File: src/verilog/ccomc_pkg.sv
// Operation
// - main clock output held low while the loop is unlocked, unless run-unlocked set
// - with run-unlocked set, synthesizer clock stays routed to main output when unlocked
// - special pin tristates main for function 000/010, auxiliary for 001/010
// - in output-disable function, pin low enables outputs, pin high disables them
// - function 011: ratio modifier applied only while special pin high
// - ratio shift codes 00..11 right-shift the user ratio by one to four
// - function 111: special pin high forces auxiliary source to loop clock
// - auxiliary source 01 reference, 10 loop clock, 11 lock status; 00 reserved
// - indicator style 0 push-pull high when unlocked; style 1 open drain low
// - indicator style ignored whenever auxiliary pin carries a clock
// - auxiliary loop clock need not be phase aligned with main output
// - two select pins pick one of four sets; global settings shared
// - enable, disable and unlock gating never cut a clock period short
// - switching between sources 00 and 10 glitch-free; 01/11 may glitch
// - any select pin change drops lock while new settings apply
// - special pin change drops lock for function 011 through 110
// - unlock on reference gaps, step changes or drift beyond 30 percent
// - after lock time the configured clock is delivered
// - run-unlocked 0 forces main and auxiliary loop clock outputs low when unlocked; 1 keeps them running
package ccomc_pkg;
   // -------------------------------------------------------------
   // register map (byte addresses)
   // -------------------------------------------------------------
   localparam logic [7:0] ADR_GLOBAL = 8'h00;
   localparam logic [7:0] ADR_SET0 = 8'h04;
   localparam logic [7:0] ADR_RATIO0 = 8'h14;
   localparam logic [7:0] ADR_STATUS = 8'h24;
   localparam logic [7:0] ADR_EFF = 8'h28;
   localparam int NUM_SETS = 4;
   // -------------------------------------------------------------
   // field layout and codes
   // -------------------------------------------------------------
   localparam int GL_RUN_UNL = 0;
   localparam int GL_STYLE = 1;
   localparam int GL_FUNC_LSB = 4;
   localparam int SET_SHIFT_LSB = 0;
   localparam int SET_AUX_LSB = 4;
   localparam logic [2:0] F_DIS_MAIN = 3'h0;
   localparam logic [2:0] F_DIS_AUX = 3'h1;
   localparam logic [2:0] F_DIS_BOTH = 3'h2;
   localparam logic [2:0] F_RMOD = 3'h3;
   localparam logic [2:0] F_RSV_HI = 3'h6;
   localparam logic [2:0] F_FORCE_PLL = 3'h7;
   localparam logic [1:0] AUX_RSV = 2'h0;
   localparam logic [1:0] AUX_REF = 2'h1;
   localparam logic [1:0] AUX_PLL = 2'h2;
   localparam logic [1:0] AUX_LOCK = 2'h3;
   // -------------------------------------------------------------
   // reset values
   // -------------------------------------------------------------
   localparam logic [31:0] RST_RATIO = 32'h0010_0000;
   localparam logic [1:0] RST_SHIFT = 2'h0;
   localparam logic [1:0] RST_AUX = 2'h2;
   localparam logic [2:0] RST_FUNC = 3'h0;
   // -------------------------------------------------------------
   // timing
   // -------------------------------------------------------------
   localparam int CLK_MHZ = 40;
   localparam int RELOCK_NS = 50000;
   localparam int RELOCK_CYC = (RELOCK_NS * CLK_MHZ) / 1000;
   localparam int REF_GAP_MS = 25;
   localparam int REF_GAP_CYC = REF_GAP_MS * CLK_MHZ * 1000;
   localparam int DRIFT_PCT = 30;
   localparam int PCT_FULL = 100;
   // -------------------------------------------------------------
   // carriers
   // -------------------------------------------------------------
   typedef struct packed {
      logic [1:0] ratio_shift_select;
      logic [1:0] aux_source_select;
   } ccomc_set_s;
   typedef struct packed {
      logic run_output_when_unlocked;
      logic unlock_indicator_style;
      logic [2:0] mode2_function_select;
   } ccomc_glob_s;
   typedef struct packed {
      logic special_mode_pin;
      logic config_set_select_high;
      logic config_set_select_low;
      logic ref_clk;
      logic synth_clk;
      logic pll_lock;
   } ccomc_pins_s;
endpackage : ccomc_pkg

File: src/verilog/ccomc_top.sv
// Added by the designer: the register offsets and the Wishbone slave port.
`timescale 1ns/1ps
`default_nettype none
module ccomc_top
   import ccomc_pkg::*;
#(
   parameter int REF_GAP = REF_GAP_CYC,
   parameter int PW = 26
)(
   input wire logic mclk,
   input wire logic rstn,
   input wire logic wb_cyc_i,
   input wire logic wb_stb_i,
   input wire logic wb_we_i,
   input wire logic [7:0] wb_adr_i,
   input wire logic [3:0] wb_sel_i,
   input wire logic [31:0] wb_dat_i,
   output logic [31:0] wb_dat_o,
   output logic wb_ack_o,
   input wire logic special_mode_pin,
   input wire logic config_set_select_high,
   input wire logic config_set_select_low,
   input wire logic ref_clk_in,
   input wire logic synth_clk_in,
   input wire logic pll_lock_in,
   output logic main_clk_o,
   output logic main_clk_oe,
   output logic aux_out_o,
   output logic aux_out_oe,
   output logic relock_req_o,
   output logic [31:0] eff_ratio_o
);
   // -------------------------------------------------------------
   // pin synchronisers
   // -------------------------------------------------------------
   ccomc_pins_s raw, s1_q, s2_q, s3_q;
   assign raw = '{special_mode_pin, config_set_select_high, config_set_select_low,
                  ref_clk_in, synth_clk_in, pll_lock_in};
   always_ff @(posedge mclk or negedge rstn)
   begin
      if (!rstn)
      begin
         s1_q <= '0;
         s2_q <= '0;
         s3_q <= '0;
      end
      else
      begin
         s1_q <= raw;
         s2_q <= s1_q;
         s3_q <= s2_q;
      end
   end
   // -------------------------------------------------------------
   // register file
   // -------------------------------------------------------------
   ccomc_glob_s glob_q;
   ccomc_set_s set_q [NUM_SETS];
   logic [31:0] ratio_q [NUM_SETS];
   logic ack_q;
   logic [31:0] dat_q;
   logic locked_q;
   logic ref_fault_q;
   logic [31:0] eff_q;
   logic [1:0] idx_q;
   wire req = wb_cyc_i & wb_stb_i;
   wire wr = req & wb_we_i & ack_q;
   // upper address bits must be zero, or the word index would alias the map
   wire [3:0] widx = (wb_adr_i[7:6] == 2'h0) ? wb_adr_i[5:2] : 4'hf;
   always_ff @(posedge mclk or negedge rstn)
   begin
      if (!rstn)
         ack_q <= 1'b0;
      else
         ack_q <= req & ~ack_q;
   end
   always_ff @(posedge mclk or negedge rstn)
   begin
      if (!rstn)
         glob_q <= '{1'b0, 1'b0, RST_FUNC};
      else if (wr && wb_adr_i == ADR_GLOBAL && wb_sel_i[0])
         glob_q <= '{wb_dat_i[GL_RUN_UNL], wb_dat_i[GL_STYLE],
                     wb_dat_i[GL_FUNC_LSB +: 3]};
   end
   genvar g;
   generate
      for (g = 0; g < NUM_SETS; g++)
      begin : g_set
         always_ff @(posedge mclk or negedge rstn)
         begin
            if (!rstn)
               set_q[g] <= '{RST_SHIFT, RST_AUX};
            else if (wr && wb_adr_i == ADR_SET0 + 8'(4 * g) && wb_sel_i[0])
               set_q[g] <= '{wb_dat_i[SET_SHIFT_LSB +: 2], wb_dat_i[SET_AUX_LSB +: 2]};
         end
         for (genvar b = 0; b < 4; b++)
         begin : g_byte
            always_ff @(posedge mclk or negedge rstn)
            begin
               if (!rstn)
                  ratio_q[g][8*b +: 8] <= RST_RATIO[8*b +: 8];
               else if (wr && wb_adr_i == ADR_RATIO0 + 8'(4 * g) && wb_sel_i[b])
                  ratio_q[g][8*b +: 8] <= wb_dat_i[8*b +: 8];
            end
         end
      end
   endgenerate
   // unmapped addresses read zero and still get an ack
   always_ff @(posedge mclk or negedge rstn)
   begin
      if (!rstn)
         dat_q <= '0;
      else if (req && !ack_q)
      begin
         dat_q <= '0;
         if (wb_adr_i[1:0] == 2'h0)
         begin
            if (wb_adr_i == ADR_GLOBAL)
               dat_q <= 32'({glob_q.mode2_function_select, 2'h0,
                             glob_q.unlock_indicator_style, glob_q.run_output_when_unlocked});
            else if (widx >= 4'h1 && widx <= 4'h4)
               dat_q <= 32'({set_q[2'(widx - 4'h1)].aux_source_select, 2'h0,
                             set_q[2'(widx - 4'h1)].ratio_shift_select});
            else if (widx >= 4'h5 && widx <= 4'h8)
               dat_q <= ratio_q[2'(widx - 4'h5)];
            else if (wb_adr_i == ADR_STATUS)
               dat_q <= 32'({idx_q, ref_fault_q, s2_q.pll_lock, locked_q});
            else if (wb_adr_i == ADR_EFF)
               dat_q <= eff_q;
         end
      end
   end
   assign wb_ack_o = ack_q;
   assign wb_dat_o = dat_q;
   // -------------------------------------------------------------
   // set selection and relock hold
   // -------------------------------------------------------------
   logic [11:0] relock_q;
   logic relock_pulse_q;
   wire [2:0] func = glob_q.mode2_function_select;
   wire m2 = s2_q.special_mode_pin;
   wire sel_chg = (s2_q.config_set_select_high != s3_q.config_set_select_high) |
                  (s2_q.config_set_select_low != s3_q.config_set_select_low);
   wire m2_chg = (s2_q.special_mode_pin != s3_q.special_mode_pin) &
                 (func >= F_RMOD) & (func <= F_RSV_HI);
   logic ref_fault_ev;
   wire relock_start = sel_chg | m2_chg | ref_fault_ev;
   always_ff @(posedge mclk or negedge rstn)
   begin
      if (!rstn)
         idx_q <= 2'h0;
      else
         idx_q <= {s2_q.config_set_select_high, s2_q.config_set_select_low};
   end
   always_ff @(posedge mclk or negedge rstn)
   begin
      if (!rstn)
         relock_q <= 12'(RELOCK_CYC);
      else if (relock_start)
         relock_q <= 12'(RELOCK_CYC);
      else if (relock_q != 12'h0)
         relock_q <= relock_q - 12'h1;
   end
   always_ff @(posedge mclk or negedge rstn)
   begin
      if (!rstn)
         relock_pulse_q <= 1'b0;
      else
         relock_pulse_q <= relock_start;
   end
   assign relock_req_o = relock_pulse_q;
   // the analog loop's own lock flag is qualified by our hold and monitor
   always_ff @(posedge mclk or negedge rstn)
   begin
      if (!rstn)
         locked_q <= 1'b0;
      else
         locked_q <= s2_q.pll_lock & (relock_q == 12'h0) & ~relock_start;
   end
   // -------------------------------------------------------------
   // reference monitor
   // -------------------------------------------------------------
   logic [PW-1:0] per_cnt_q, start_per_q;
   logic have_start_q;
   wire ref_rise = s2_q.ref_clk & ~s3_q.ref_clk;
   wire [PW+7:0] now_x = (PW+8)'(per_cnt_q) * (PW+8)'(PCT_FULL);
   wire [PW+7:0] hi_x = (PW+8)'(start_per_q) * (PW+8)'(PCT_FULL + DRIFT_PCT);
   wire [PW+7:0] lo_x = (PW+8)'(start_per_q) * (PW+8)'(PCT_FULL - DRIFT_PCT);
   wire gap = per_cnt_q >= PW'(REF_GAP);
   always_comb
   begin
      ref_fault_ev = gap;
      if (ref_rise && have_start_q && (now_x > hi_x || now_x < lo_x))
         ref_fault_ev = 1'b1;
   end
   always_ff @(posedge mclk or negedge rstn)
   begin
      if (!rstn)
         per_cnt_q <= '0;
      else if (ref_rise || gap)
         per_cnt_q <= '0;
      else
         per_cnt_q <= per_cnt_q + PW'(1);
   end
   // starting period taken at the first full period after lock
   always_ff @(posedge mclk or negedge rstn)
   begin
      if (!rstn)
      begin
         have_start_q <= 1'b0;
         start_per_q <= '0;
      end
      else if (ref_fault_ev || sel_chg)
         have_start_q <= 1'b0;
      else if (ref_rise && !have_start_q && relock_q == 12'h0 && per_cnt_q != '0)
      begin
         have_start_q <= 1'b1;
         start_per_q <= per_cnt_q;
      end
   end
   always_ff @(posedge mclk or negedge rstn)
   begin
      if (!rstn)
         ref_fault_q <= 1'b0;
      else if (ref_fault_ev)
         ref_fault_q <= 1'b1;
      else if (wr && wb_adr_i == ADR_STATUS && wb_dat_i[2])
         ref_fault_q <= 1'b0;
   end
   // -------------------------------------------------------------
   // effective ratio
   // -------------------------------------------------------------
   wire rmod_en = (func == F_RMOD) & m2;
   wire [2:0] shamt = {1'b0, set_q[idx_q].ratio_shift_select} + 3'h1;
   always_ff @(posedge mclk or negedge rstn)
   begin
      if (!rstn)
         eff_q <= RST_RATIO;
      else if (rmod_en)
         eff_q <= ratio_q[idx_q] >> shamt;
      else
         eff_q <= ratio_q[idx_q];
   end
   assign eff_ratio_o = eff_q;
   // -------------------------------------------------------------
   // main clock output
   // -------------------------------------------------------------
   logic main_q, main_oe_q, main_run_q;
   wire syn = s2_q.synth_clk;
   wire run_ok = locked_q | glob_q.run_output_when_unlocked;
   wire m2_dis = m2 & (func <= F_DIS_BOTH);
   wire main_dis = m2_dis & (func != F_DIS_AUX);
   wire aux_dis = m2_dis & (func != F_DIS_MAIN);
   // gate decisions only move while source and pin are both low
   wire main_low = ~syn & ~main_q;
   always_ff @(posedge mclk or negedge rstn)
   begin
      if (!rstn)
      begin
         main_run_q <= 1'b0;
         main_oe_q <= 1'b1;
      end
      else if (main_low)
      begin
         main_run_q <= run_ok;
         main_oe_q <= ~main_dis;
      end
   end
   always_ff @(posedge mclk or negedge rstn)
   begin
      if (!rstn)
         main_q <= 1'b0;
      else
         main_q <= syn & main_run_q;
   end
   assign main_clk_o = main_q;
   assign main_clk_oe = main_oe_q;
   // -------------------------------------------------------------
   // auxiliary output
   // -------------------------------------------------------------
   logic [1:0] asel_q;
   logic aux_q, aux_oe_q, aux_run_q;
   wire [1:0] want_src = (func == F_FORCE_PLL && m2) ? AUX_PLL
                         : set_q[idx_q].aux_source_select;
   wire cur_pll = asel_q == AUX_PLL || asel_q == AUX_RSV;
   wire new_pll = want_src == AUX_PLL || want_src == AUX_RSV;
   wire aux_low = ~aux_q & ~syn;
   // pll to pll waits for a low phase; ref and lock paths accept a runt
   always_ff @(posedge mclk or negedge rstn)
   begin
      if (!rstn)
         asel_q <= RST_AUX;
      else if (!(cur_pll && new_pll) || aux_low)
         asel_q <= want_src;
   end
   always_ff @(posedge mclk or negedge rstn)
   begin
      if (!rstn)
         aux_run_q <= 1'b0;
      else if (aux_low)
         aux_run_q <= run_ok;
   end
   always_ff @(posedge mclk or negedge rstn)
   begin
      if (!rstn)
      begin
         aux_q <= 1'b0;
         aux_oe_q <= 1'b1;
      end
      else
      begin
         unique case (asel_q)
            AUX_REF:
            begin
               aux_q <= s2_q.ref_clk;
               // enable moves in a low phase so a reference period is never cut
               if (!aux_q && !s2_q.ref_clk)
                  aux_oe_q <= ~aux_dis;
            end
            AUX_LOCK:
            begin
               aux_q <= glob_q.unlock_indicator_style ? 1'b0 : ~locked_q;
               aux_oe_q <= ~aux_dis & (~glob_q.unlock_indicator_style | ~locked_q);
            end
            default:
            begin
               // own copy of the gated loop clock, no phase tie to main
               aux_q <= syn & aux_run_q;
               if (aux_low)
                  aux_oe_q <= ~aux_dis;
            end
         endcase
      end
   end
   assign aux_out_o = aux_q;
   assign aux_out_oe = aux_oe_q;
   // -------------------------------------------------------------
   // checks
   // -------------------------------------------------------------
   logic main_q_d1;
   always_ff @(posedge mclk or negedge rstn)
   begin
      if (!rstn)
         main_q_d1 <= 1'b0;
      else
         main_q_d1 <= main_q;
   end
   a_main_low_unlk: assert property (@(posedge mclk) disable iff (!rstn)
      (!run_ok && main_low) |=> ##1 !main_q)
      else $error("main output toggled while unlocked");
   a_main_run_unlk: assert property (@(posedge mclk) disable iff (!rstn)
      (glob_q.run_output_when_unlocked && main_low && $stable(glob_q))
         ##1 (syn && main_run_q) |=> main_q)
      else $error("main output not running with run-unlocked");
   a_main_tri_fn: assert property (@(posedge mclk) disable iff (!rstn)
      (main_low && main_dis) |=> !main_clk_oe)
      else $error("main output not tristated");
   a_aux_tri_fn: assert property (@(posedge mclk) disable iff (!rstn)
      (asel_q == AUX_REF && !aux_dis && !aux_q && !s2_q.ref_clk) |=> aux_out_oe)
      else $error("aux output disabled with pin low");
   a_rmod_gate: assert property (@(posedge mclk) disable iff (!rstn)
      !rmod_en |=> eff_q == $past(ratio_q[idx_q]))
      else $error("ratio modified without enable");
   a_rmod_shift: assert property (@(posedge mclk) disable iff (!rstn)
      rmod_en |=> eff_q == ($past(ratio_q[idx_q]) >> ($past(shamt))))
      else $error("ratio shift wrong");
   a_aux_force: assert property (@(posedge mclk) disable iff (!rstn)
      (func == F_FORCE_PLL && m2 && aux_low) |=> asel_q == AUX_PLL)
      else $error("aux not forced to loop clock");
   a_lock_style: assert property (@(posedge mclk) disable iff (!rstn)
      (asel_q == AUX_LOCK && glob_q.unlock_indicator_style && $stable(asel_q))
         |=> !aux_out_o)
      else $error("open drain indicator drove high");
   a_no_runt: assert property (@(posedge mclk) disable iff (!rstn)
      $rose(main_q) |=> main_q || !syn)
      else $error("main output runt pulse");
   a_relock_sel: assert property (@(posedge mclk) disable iff (!rstn)
      sel_chg |=> !locked_q ##1 !locked_q)
      else $error("lock kept across set change");
   a_relock_m2: assert property (@(posedge mclk) disable iff (!rstn)
      m2_chg |=> relock_q == 12'(RELOCK_CYC))
      else $error("special pin change did not hold relock");
   a_ref_gap: assert property (@(posedge mclk) disable iff (!rstn)
      gap |=> !locked_q && ref_fault_q)
      else $error("reference gap not flagged");
   a_set_pick: assert property (@(posedge mclk) disable iff (!rstn)
      1'b1 |=> idx_q == $past({s2_q.config_set_select_high, s2_q.config_set_select_low}))
      else $error("set index not following pins");
   c_relock: cover property (@(posedge mclk) disable iff (!rstn) sel_chg ##[1:8] 1'b1);
   c_lock_gain: cover property (@(posedge mclk) disable iff (!rstn) $rose(locked_q));
   c_aux_switch: cover property (@(posedge mclk) disable iff (!rstn)
      $changed(asel_q) && asel_q == AUX_REF);
   c_rmod: cover property (@(posedge mclk) disable iff (!rstn)
      rmod_en && set_q[idx_q].ratio_shift_select == 2'h3);
endmodule : ccomc_top
`default_nettype wire

File: config.mk
export PLATFORM = sky130hd
export DESIGN_NAME = ccomc_top
export DESIGN_NICKNAME = d
export VERILOG_FILES = /design/src/verilog/ccomc_pkg.sv /design/src/verilog/ccomc_top.sv
export SDC_FILE = /design/constraint.sdc
export NUM_CORES = 1
export LEC_CHECK = 0
export ABC_CLOCK_PERIOD_IN_PS = 6700
export CAP_MARGIN = 10
export CORE_ASPECT_RATIO = 0.75
export CORE_UTILIZATION = 50
export DETAILED_ROUTE_END_ITERATION = 7
export DONT_BUFFER_PORTS = 1
export GPL_ROUTABILITY_DRIVEN = 1
export PLACE_DENSITY_LB_ADDON = 0.15
export SLEW_MARGIN = 20
export SYNTH_ARGS = -nofsm -noshare
export SYNTH_HDL_FRONTEND = slang
export SYNTH_SLANG_ARGS = --single-unit
File: constraint.sdc
create_clock -name mclk -period 6.7 [get_ports mclk]
set_input_delay 1.34 -clock mclk [delete_from_list [all_inputs] [get_ports mclk]]
set_output_delay 1.34 -clock mclk [all_outputs]
set_load 0.005 [all_outputs]
Yosys cells after proc, flatten, opt, wreduce, memory -nomap -nowiden
Index checks and enable logic that the tools add are counted.
{ "op_classes": {"n_addsub": 5, "bitwise": 37, "n_mux": 34, "shifts": 1, "magnitude_cmp": 13, "reduce_logical": 69, "multipliers": 3, "n_eq_ne": 21} }
{ "ops": {"columns": ["operator", "count"], "rows": [
  ["two-way mux 32 bit", 11],
  ["binary-select mux 32 bit (select 2 bit)", 2],
  ["logical AND 1 bit", 43],
  ["> comparator 33 x 34 -> 1 bit", 1],
  ["< comparator 33 bit", 1],
  ["multiplier 26 x 7 -> 33 bit (second input constant)", 1],
  ["== test 8 x 5 -> 1 bit (second input constant)", 4],
  ["multiplier 26 x 6 -> 32 bit (second input constant)", 1],
  [">> shifter 32 x 3 -> 32 bit", 1],
  ["multiplier 26 x 5 -> 31 bit (second input constant)", 1],
  ["adder 26 x 1 -> 26 bit (second input constant)", 1],
  ["greater-or-equal comparator 26 x 20 -> 1 bit (second input constant)", 1],
  ["two-way mux 26 bit", 1],
  ["nonzero test 26 bit", 1],
  ["== test 8 x 6 -> 1 bit (second input constant)", 3],
  ["two-way mux 12 bit", 2],
  ["two-way mux 4 bit", 5],
  ["AND 1 bit", 18],
  ["binary-select mux 4 bit (select 2 bit)", 2],
  ["== test 8 x 4 -> 1 bit (second input constant)", 2],
  ["zero test 12 bit", 1],
  ["nonzero test 12 bit", 1],
  ["subtractor 12 x 1 -> 12 bit (second input constant)", 1],
  ["inverter 1 bit", 11],
  ["30 further kinds", 67]
]} }
{ "word_totals": {"register_bits": 308, "word_cells": 244, "inputBits": 55, "output_inout_bits": 70} }

Logic depth before layout (Yosys ltp)
Gate-level depths: netlist (run 1).
{ "depth": {"word_depth": 11, "depth_mapped": 28, "depth_no_buf": 27} }

Worst setup path before layout (run 1)
No wires, ideal clock.
{ "synth_timing": {"path_kind": "flip-flop to flip-flop", "start": "register per_cnt_q[6]", "end": "register relock_q[0]", "required_ns": 6.628, "setup_ns": 0.072, "path_stages_with_launch": 29, "arrival_time_ns": 5.712, "setup_slack_ns": 0.916, "n_path_buf": 1, "synth_period_minus_slack_ns": 5.784, "path_cell_list": "dfrtp_1 inv_1 ha_1 ha_1 inv_1 fa_1 inv_1 ha_1 a21o_1 a311o_1 a211oi_1 a211oi_1 o31ai_1 nand2_1 a21o_1 a21oi_1 xnor2_1 ha_1 a21o_1 a21o_1 a21o_1 a21o_1 a21o_1 a221o_1 nand3_1 and3_1 clkbuf_1 inv_2 nor2_1"} }
{ "synth_via": {"elab_chain_cells": 7, "word_cells_on_any_way": 10, "cone_classes": "mul (1); order compare (3); mux (2); bitwise (1); reduce/logical (3)"} }
{ "synth_rtl": {"columns": ["element", "line_no", "rtl"], "rows": [
  ["start, declared", "ccomc_top.sv:183", "logic [PW-1:0] per_cnt_q, start_per_q;"],
  ["start signal, assigned", "ccomc_top.sv:203", "per_cnt_q <= per_cnt_q + PW'(1);"],
  ["multiplier 26 x 5 -> 31 bit", "ccomc_top.sv:186", "wire [PW+7:0] now_x = (PW+8)'(per_cnt_q) * (PW+8)'(PCT_FULL);"],
  ["> comparator 33 x 34 -> 1 bit or < comparator 33 bit (tied branches)", "ccomc_top.sv:193", "if (ref_rise && have_start_q && (now_x > hi_x || now_x < lo_x))"],
  ["logical OR 1 bit", "ccomc_top.sv:193", null],
  ["logical AND 1 bit", "ccomc_top.sv:193", null],
  ["two-way mux 1 bit (*)", "ccomc_top.sv:193", null],
  ["bitwise OR 1 bit (*)", "ccomc_top.sv:147", "wire relock_start = sel_chg | m2_chg | ref_fault_ev;"],
  ["net relock_start", "ccomc_top.sv:147", null],
  ["two-way mux 12 bit or nonzero test 2 bit (tied branches)", null, null],
  ["end signal, assigned", "ccomc_top.sv:158", "relock_q <= 12'(RELOCK_CYC);"],
  ["end signal, assigned", "ccomc_top.sv:160", "relock_q <= 12'(RELOCK_CYC);"],
  ["end signal, assigned", "ccomc_top.sv:162", "relock_q <= relock_q - 12'h1;"],
  ["end, declared", "ccomc_top.sv:138", "logic [11:0] relock_q;"]
]} }
The timed path passes the listed nets; every way through them passes the cells marked *.
A chain may end at the register's enable or synchronous reset.

Final worst setup path (run 1)
{ "layout_timing": {"start": "register per_cnt_q[6]", "end": "register relock_q[11]"} }
The elaborated chain is that of the path after synthesis.

==> impl_metrics.yaml, run 1 <==
synthesis:
  synth-compound-area-share_pct: 9.66
  syn_inst: 2090
  synthXorXnorAreaFrac_pct: 4.01
  synth_top_family_by_area: "multiplexers"
  synthDistinctLibCells: 65
  synth_top_cell_by_area: "dfrtp_1"
  synthTopCellsByArea: "dfrtp_1 32%, ha_1 16%, mux4_2 9.6%"
  synth_nets: 2473
  syn_area_um2: 22700
  yosys.area_share.simple_pct: 8.44
  yosysWarningCount: 0
  synth_top_area_share_pct: 31.7
  async_flop_share_pct: 100
  synth_edf_count: 0
  ys_seq_area_share_pct: 33.8
  synthMuxAreaShare_pct: 19.6
  synth_adder_area_share_pct: 19.5
  synth_ff_type: "dfrtp_1"
  ys_ff_latch: 306
  syn_avg_cell_area_um2: 10.9
power_and_ir_drop:
  p_int_mw: 3.15
  leakage_nw: 12.3
  netSwitchingPower_mw: 1.13
  switching_share_pct: 26.4
  power_density_nw_per_um2: 175
  p_clk_share_pct: 40.9
  vdd_drop_max_uv: 168
  power_frac_seq_pct: 44.7
  combPwrFrac_pct: 14.4
place:
  place_ws_ns: 0.307
  io_buffer_count: 0
  hpwl_mm: 42.4
  dpl.cell_count: 2636
  place.gp.congestion: 0.889
timing:
  worst_clock_skew_ns: 0.0145
  hold_viol_final: 0
  setup_slack_ns: 0.343
  maxSlewHeadroom_pct: 32.0
  fin_crit_sh_pct: 94.9
  rsz0062_at_grt: "false"
  report.final.slew_viol_count: 0
  worst_slew_pin_slew_ns: 1.02
  finalSetupViolations: 0
  fin_setup_tns_ns: 0
  min_period_ns: 6.36
  fmax_mhz: 157
floorplan:
  fp.dieH_um: 187
  die_w_um: 248
  start_util_pct: 50.8
  io_pins: 125
  num_rows: 67
  die_area_um2: 46300
  core_area_um2: 44800
critical_path:
  r2r_start: "per_cnt_q[6]"
  cp_slowest_stage_delay_ns: 0.50
  ff2ff_path_depth: 27
  cp_max_fo: 7
  r2r_end: "relock_q[11]"
  start_kind: "register"
  arrival_ns: 6.85
  rrSetupSlack_ns: 0.34
  slowest_stage: "fa_1"
  critPathRequiredTime_ns: 7.19
  cp-end-kind: "register"
  crit_top_cell: "a21o_1"
  critical_path_class: "reg -> reg"
cells_and_area:
  drive_gt1_share_pct: 17.7
  final_cell_mix: "285 x dfrtp_1, 284 x ha_1, 241 x inv_1, 178 x mux2_2, 126 x nand2_1"
  final_common_cell: "dfrtp_1"
  finalNetCount: 2466
  finalNonFillerCells: 2693
  fillers: 3903
  syn2layout_area_growth_pct: 7.34
route:
  dr.pass1.iters: 5
  routed_wl_mm: 56.8
  first_iter_violations: 1221
  final_antenna_net_count: 0
  vias: 16000
  drt-wirelength-per-cell_um: 21.1
  route.detailed.drc: 0
  avgViaCountPerCell: 5.94
clock_network:
  hold_buffers: 0
  clock_latency_ns: 0.57
  numCtsBuffers: 30
  htreeDepth: 1
  cts_tree: "yes"
  cts_sinks: 306
  clock_tree.buffer_depth: 3
  path_clk_slew_ns: 0.07
  cts-root-buf: "clkbuf_16"
run:
  maxCapViolations: 0
global_route:
  grt_usage_pct: 24.9
  grt-ovfl-total: 0
  grt_max_degree: 307
  antenna_found_initial: 1
  grt_pass1_wl_mm: 90.6
  grt_pass1_vias: 15800
worst_hold_path:
  whs_path_depth: 0
  hold_start: "s1_q[1]"
  hold_path_class: "reg -> reg"
  holdPathEnd: "syn"
status:
  status: "complete, no violations"
## sequential cells by signal, summed over array words and instances, names as in the netlist, 2 cells and up
signal / flops
ratio_q: 128
eff_ratio_o: 32
wb_dat_o: 32
per_cnt_q: 26
start_per_q: 26
set_q: 16
relock_q: 12
s1_q: 6
s2_q: 4
func: 3
asel_q: 2
glob_q: 2
idx_q: 2
s3_q: 2
## layout make-up
| type | count | area [um^2] | area share, % |
|---|---|---|---|
| Multi-Input combinational cell | 1486 | 14000 | 57.2 |
| Sequential cell | 306 | 7680 | 31.5 |
| Inverter | 244 | 916 | 3.75 |
| Clock buffer | 47 | 876 | 3.59 |
| Tap cell | 586 | 733 | 3.00 |
| Clock inverter | 8 | 118 | 0.482 |
| Timing Repair Buffer | 15 | 113 | 0.462 |
| Antenna cell | 1 | 2.50 | 0.0103 |
## kinds of logic after synthesis
group,count (synthesis)
multiplexers,300
AO/OA/AOI/OAI,343
flip-flops,306
AND/OR/NAND/NOR,411
adder cells (fa/ha/maj),328
XOR/XNOR,104
buffers and inverters,298
## critical path, delay by kind of cell, from the launching register on
| kind | cells | cell delay, ns |
|---|---|---|
| buffers and inverters | 4 | 0.29 |
| XOR/XNOR | 1 | 0.17 |
| AND/OR/NAND/NOR | 4 | 0.74 |
| AO/OA/AOI/OAI | 13 | 2.93 |
| flip-flops | 1 | 0.45 |
| adder cells (fa/ha/maj) | 5 | 1.72 |
## power groups by stage
stage	sequential, mW	combinational (mW)	clock [mW]
2_1_floorplan	1.93	0.432	0
3_3_place_gp	1.94	0.597	0
3_5_place_dp	1.94	0.611	0
4_1_cts	1.91	0.613	1.78
5_1_grt	1.91	0.695	1.85
6_report	1.91	0.616	1.75
## stage by stage
stage	power (mW)	hold WS, ns	util, %	area (um^2)
detailed placement	2.55	0.336	52.2	23400
finish	4.28	0.348	54.5	24400
CTS	4.30	0.351	54.5	24400
global route	4.46	0.355	54.5	24400
floorplan	2.36	0.331	-	22700
global placement	2.54	0.334	52.2	23400
## cell usage after synthesis, drive strengths merged, types with 28 or more instances
cell type / number
nand3: 28
a21o: 42
fa: 44
a21oi: 93
a22oi: 33
xnor2: 67
ha: 284
mux4: 97
nor2: 125
o21ai: 84
xor2: 37
inv: 244
nand2: 126
dfrtp: 288
mux2: 199
clkbuf: 39
## worst max path at each step
stage                       startpoint  slack, ns      endpoint
after floorplan           per_cnt_q[6]       0.92   relock_q[0]
after global placement    per_cnt_q[6]       0.43  relock_q[11]
after detailed placement  per_cnt_q[2]       0.31   relock_q[5]
after CTS                 per_cnt_q[2]       0.24  relock_q[11]
after global routing      per_cnt_q[2]      0.008   relock_q[0]
final                     per_cnt_q[6]       0.34  relock_q[11]
## routing by layer
metal  vias up  track usage [%]  share of wire, %
met5         -                0                 0
met4         0             4.60               1.9
met1      8036             40.6                51
met2       471             34.5                41
met3        62             4.21               6.4
li1       7439                -                 -
## repair_timing
action	4_1_cts	5_1_grt
resized for setup	0	4
endpoints found under the setup margin	0	13
setup buffers	0	1
Note: power is estimated with default switching activity, not from simulation.
==> inputs of run 2 (changes only) <==
- CTS_BUF_LIST: default -> sky130_fd_sc_hd__clkbuf_2
- SKIP_LAST_GASP: default -> 1
==> run 2 against run 1 <==
First-iteration DRC count decreased by 3.5%. Worst hold slack got worse by 0.21 ns. Clock power down 25%. Design area decreased by 1.0%. Sequential power about the same.
==> impl_metrics.yaml, run 2 (synthesis results as in run 1) <==
cells_and_area:
  multi_input_area_um2: 14000
  finalNetCount: 2517
  final_common_cell: "dfrtp_1"
  drive_gt1_share_pct: 20.8
  largest_register: "ratio_q"
  largest_register_ffs: 128
  final_cell_mix: "285 x dfrtp_1, 284 x ha_1, 242 x inv_1, 178 x mux2_2, 126 x nand2_1"
  fin_util_pct: 53.9
  seq_area_um2: 7680
  final_area_um2: 24100
  syn2layout_area_growth_pct: 6.24
  fillers: 3997
timing:
  rsz0062_at_grt: "false"
  report.final.slew_viol_count: 0
  setup_slack_ns: 0.400
  fin_crit_sh_pct: 94.0
  worst_clock_skew_ns: 0.0564
  fmax_mhz: 159
  finalSetupViolations: 0
  fin_setup_tns_ns: 0
  min_period_ns: 6.30
  hold_ws_ns: 0.136
  maxSlewHeadroom_pct: 29.7
  hold_viol_final: 0
  worst_slew_pin_slew_ns: 1.05
place:
  place.gp.congestion: 0.889
  hpwl_mm: 42.4
  dpl_cell_area_um2: 23400
  place_ws_ns: 0.307
  io_buffer_count: 0
route:
  first_iter_violations: 1178
  final_antenna_net_count: 0
  drt-wirelength-per-cell_um: 20.7
  route.detailed.drc: 0
  avgViaCountPerCell: 5.86
  dr.pass1.iters: 5
  routed_wl_mm: 57.6
  vias: 16300
clock_network:
  cts_setup_buffers: 0
  cts-root-buf: "clkbuf_2"
  cts_tree: "yes"
  clock_tree.buffer_depth: 3
  numCtsBuffers: 79
  clock_latency_ns: 0.94
  path_clk_slew_ns: 0.11
  cts_sinks: 306
  htreeDepth: 3
global_route:
  grt_pass1_wl_mm: 91.6
  antenna_found_initial: 2
  grt-ovfl-total: 0
  grt_max_degree: 283
  grt_usage_pct: 25.5
  grt_pass1_vias: 16200
floorplan:
  fp.dieH_um: 187
  die_area_um2: 46300
  core_area_um2: 44800
  num_rows: 67
  io_pins: 125
  die_w_um: 248
  start_util_pct: 50.8
status:
  status: "complete, no violations"
power_and_ir_drop:
  power_frac_seq_pct: 49.6
  p_int_mw: 2.65
  power_density_nw_per_um2: 160
  netSwitchingPower_mw: 1.20
  p_clk_share_pct: 34.2
  combPwrFrac_pct: 16.3
  vdd_drop_max_uv: 125
  leakage_nw: 12.4
  switching_share_pct: 31.1
run:
  maxCapViolations: 0
critical_path:
  critPathRequiredTime_ns: 7.54
  critical_path_class: "reg -> reg"
  start_kind: "register"
  cp-end-kind: "register"
  arrival_ns: 7.14
  cp_max_fo: 7
worst_hold_path:
  hold_path_class: "in -> async"
==> run 2: routing by layer <==
metal	global-route usage [%]	up-vias	part of all wire, %
met5	0	-	0
met4	6.14	0	1.9
met3	5.65	69	6.6
met2	34.4	506	41
met1	40.6	8107	51
li1	-	7604	-
==> run 2: through the flow <==
step | instances | total power [mW]
5_1_grt | 2781 | 4.07
6_report | 2781 | 3.85
3_5_place_dp | 2636 | 2.55
3_3_place_gp | 2636 | 2.54
4_1_cts | 2778 | 3.89
2_1_floorplan | 2090 | 2.36
==> run 2: timing repair <==
item,4_1_cts,5_1_grt
endpoints found under the setup margin,0,9
resized for setup,0,3
hold endpoints to repair,21,5
hold buffers,2,1
==> run 2: final timing paths <==
check	startpoint	to	slack, ns	depth (start not counted)
worst min-delay path	rstn	start_per_q[0]	0.14	0
worst max register to register	per_cnt_q[7]	relock_q[0]	0.40	27
max in group asynchronous	rstn	wb_dat_o[11]	5.58	1
worst max-delay path	per_cnt_q[7]	relock_q[0]	0.40	27
min in group mclk	s1_q[3]	s2_q[3]	0.34	0
worst min register to register	s1_q[3]	s2_q[3]	0.34	0
==> run 2: layout make-up <==
class,count,area share [%]
Antenna cell,2,0.0207
Clock buffer,122,2.53
Clock inverter,18,0.404
Inverter,244,3.79
Multi-Input combinational cell,1486,57.8
Sequential cell,306,31.8
Tap cell,586,3.04
Timing Repair Buffer,17,0.601
==> run 2: worst max-delay path: stages (launching register included) <==
cell and delay (ns):
dfrtp_1 0.43, inv_1 0.19, ha_1 0.28, ha_1 0.29
inv_1 0.06, fa_1 0.50, inv_1 0.04, ha_1 0.35
a21o_1 0.18, a311o_1 0.38, a211oi_1 0.24, a211oi_1 0.16
o31ai_1 0.39, nand2_1 0.15, a21o_1 0.20, a21oi_1 0.16
xnor2_1 0.16, ha_1 0.28, a21o_1 0.18, a21o_1 0.17
a21o_1 0.17, a21o_1 0.17, a21o_1 0.17, a221o_1 0.29
nand3_1 0.14, and3_2 0.29, inv_2 0.10, nor2_1 0.12
==> run 2: power groups by stage <==
| stage | registers [mW] | logic (mW) | clock network (mW) |
|---|---|---|---|
| 2_1_floorplan | 1.93 | 0.432 | 0 |
| 3_3_place_gp | 1.94 | 0.597 | 0 |
| 3_5_place_dp | 1.94 | 0.611 | 0 |
| 4_1_cts | 1.91 | 0.620 | 1.36 |
| 5_1_grt | 1.91 | 0.701 | 1.45 |
| 6_report | 1.91 | 0.626 | 1.32 |
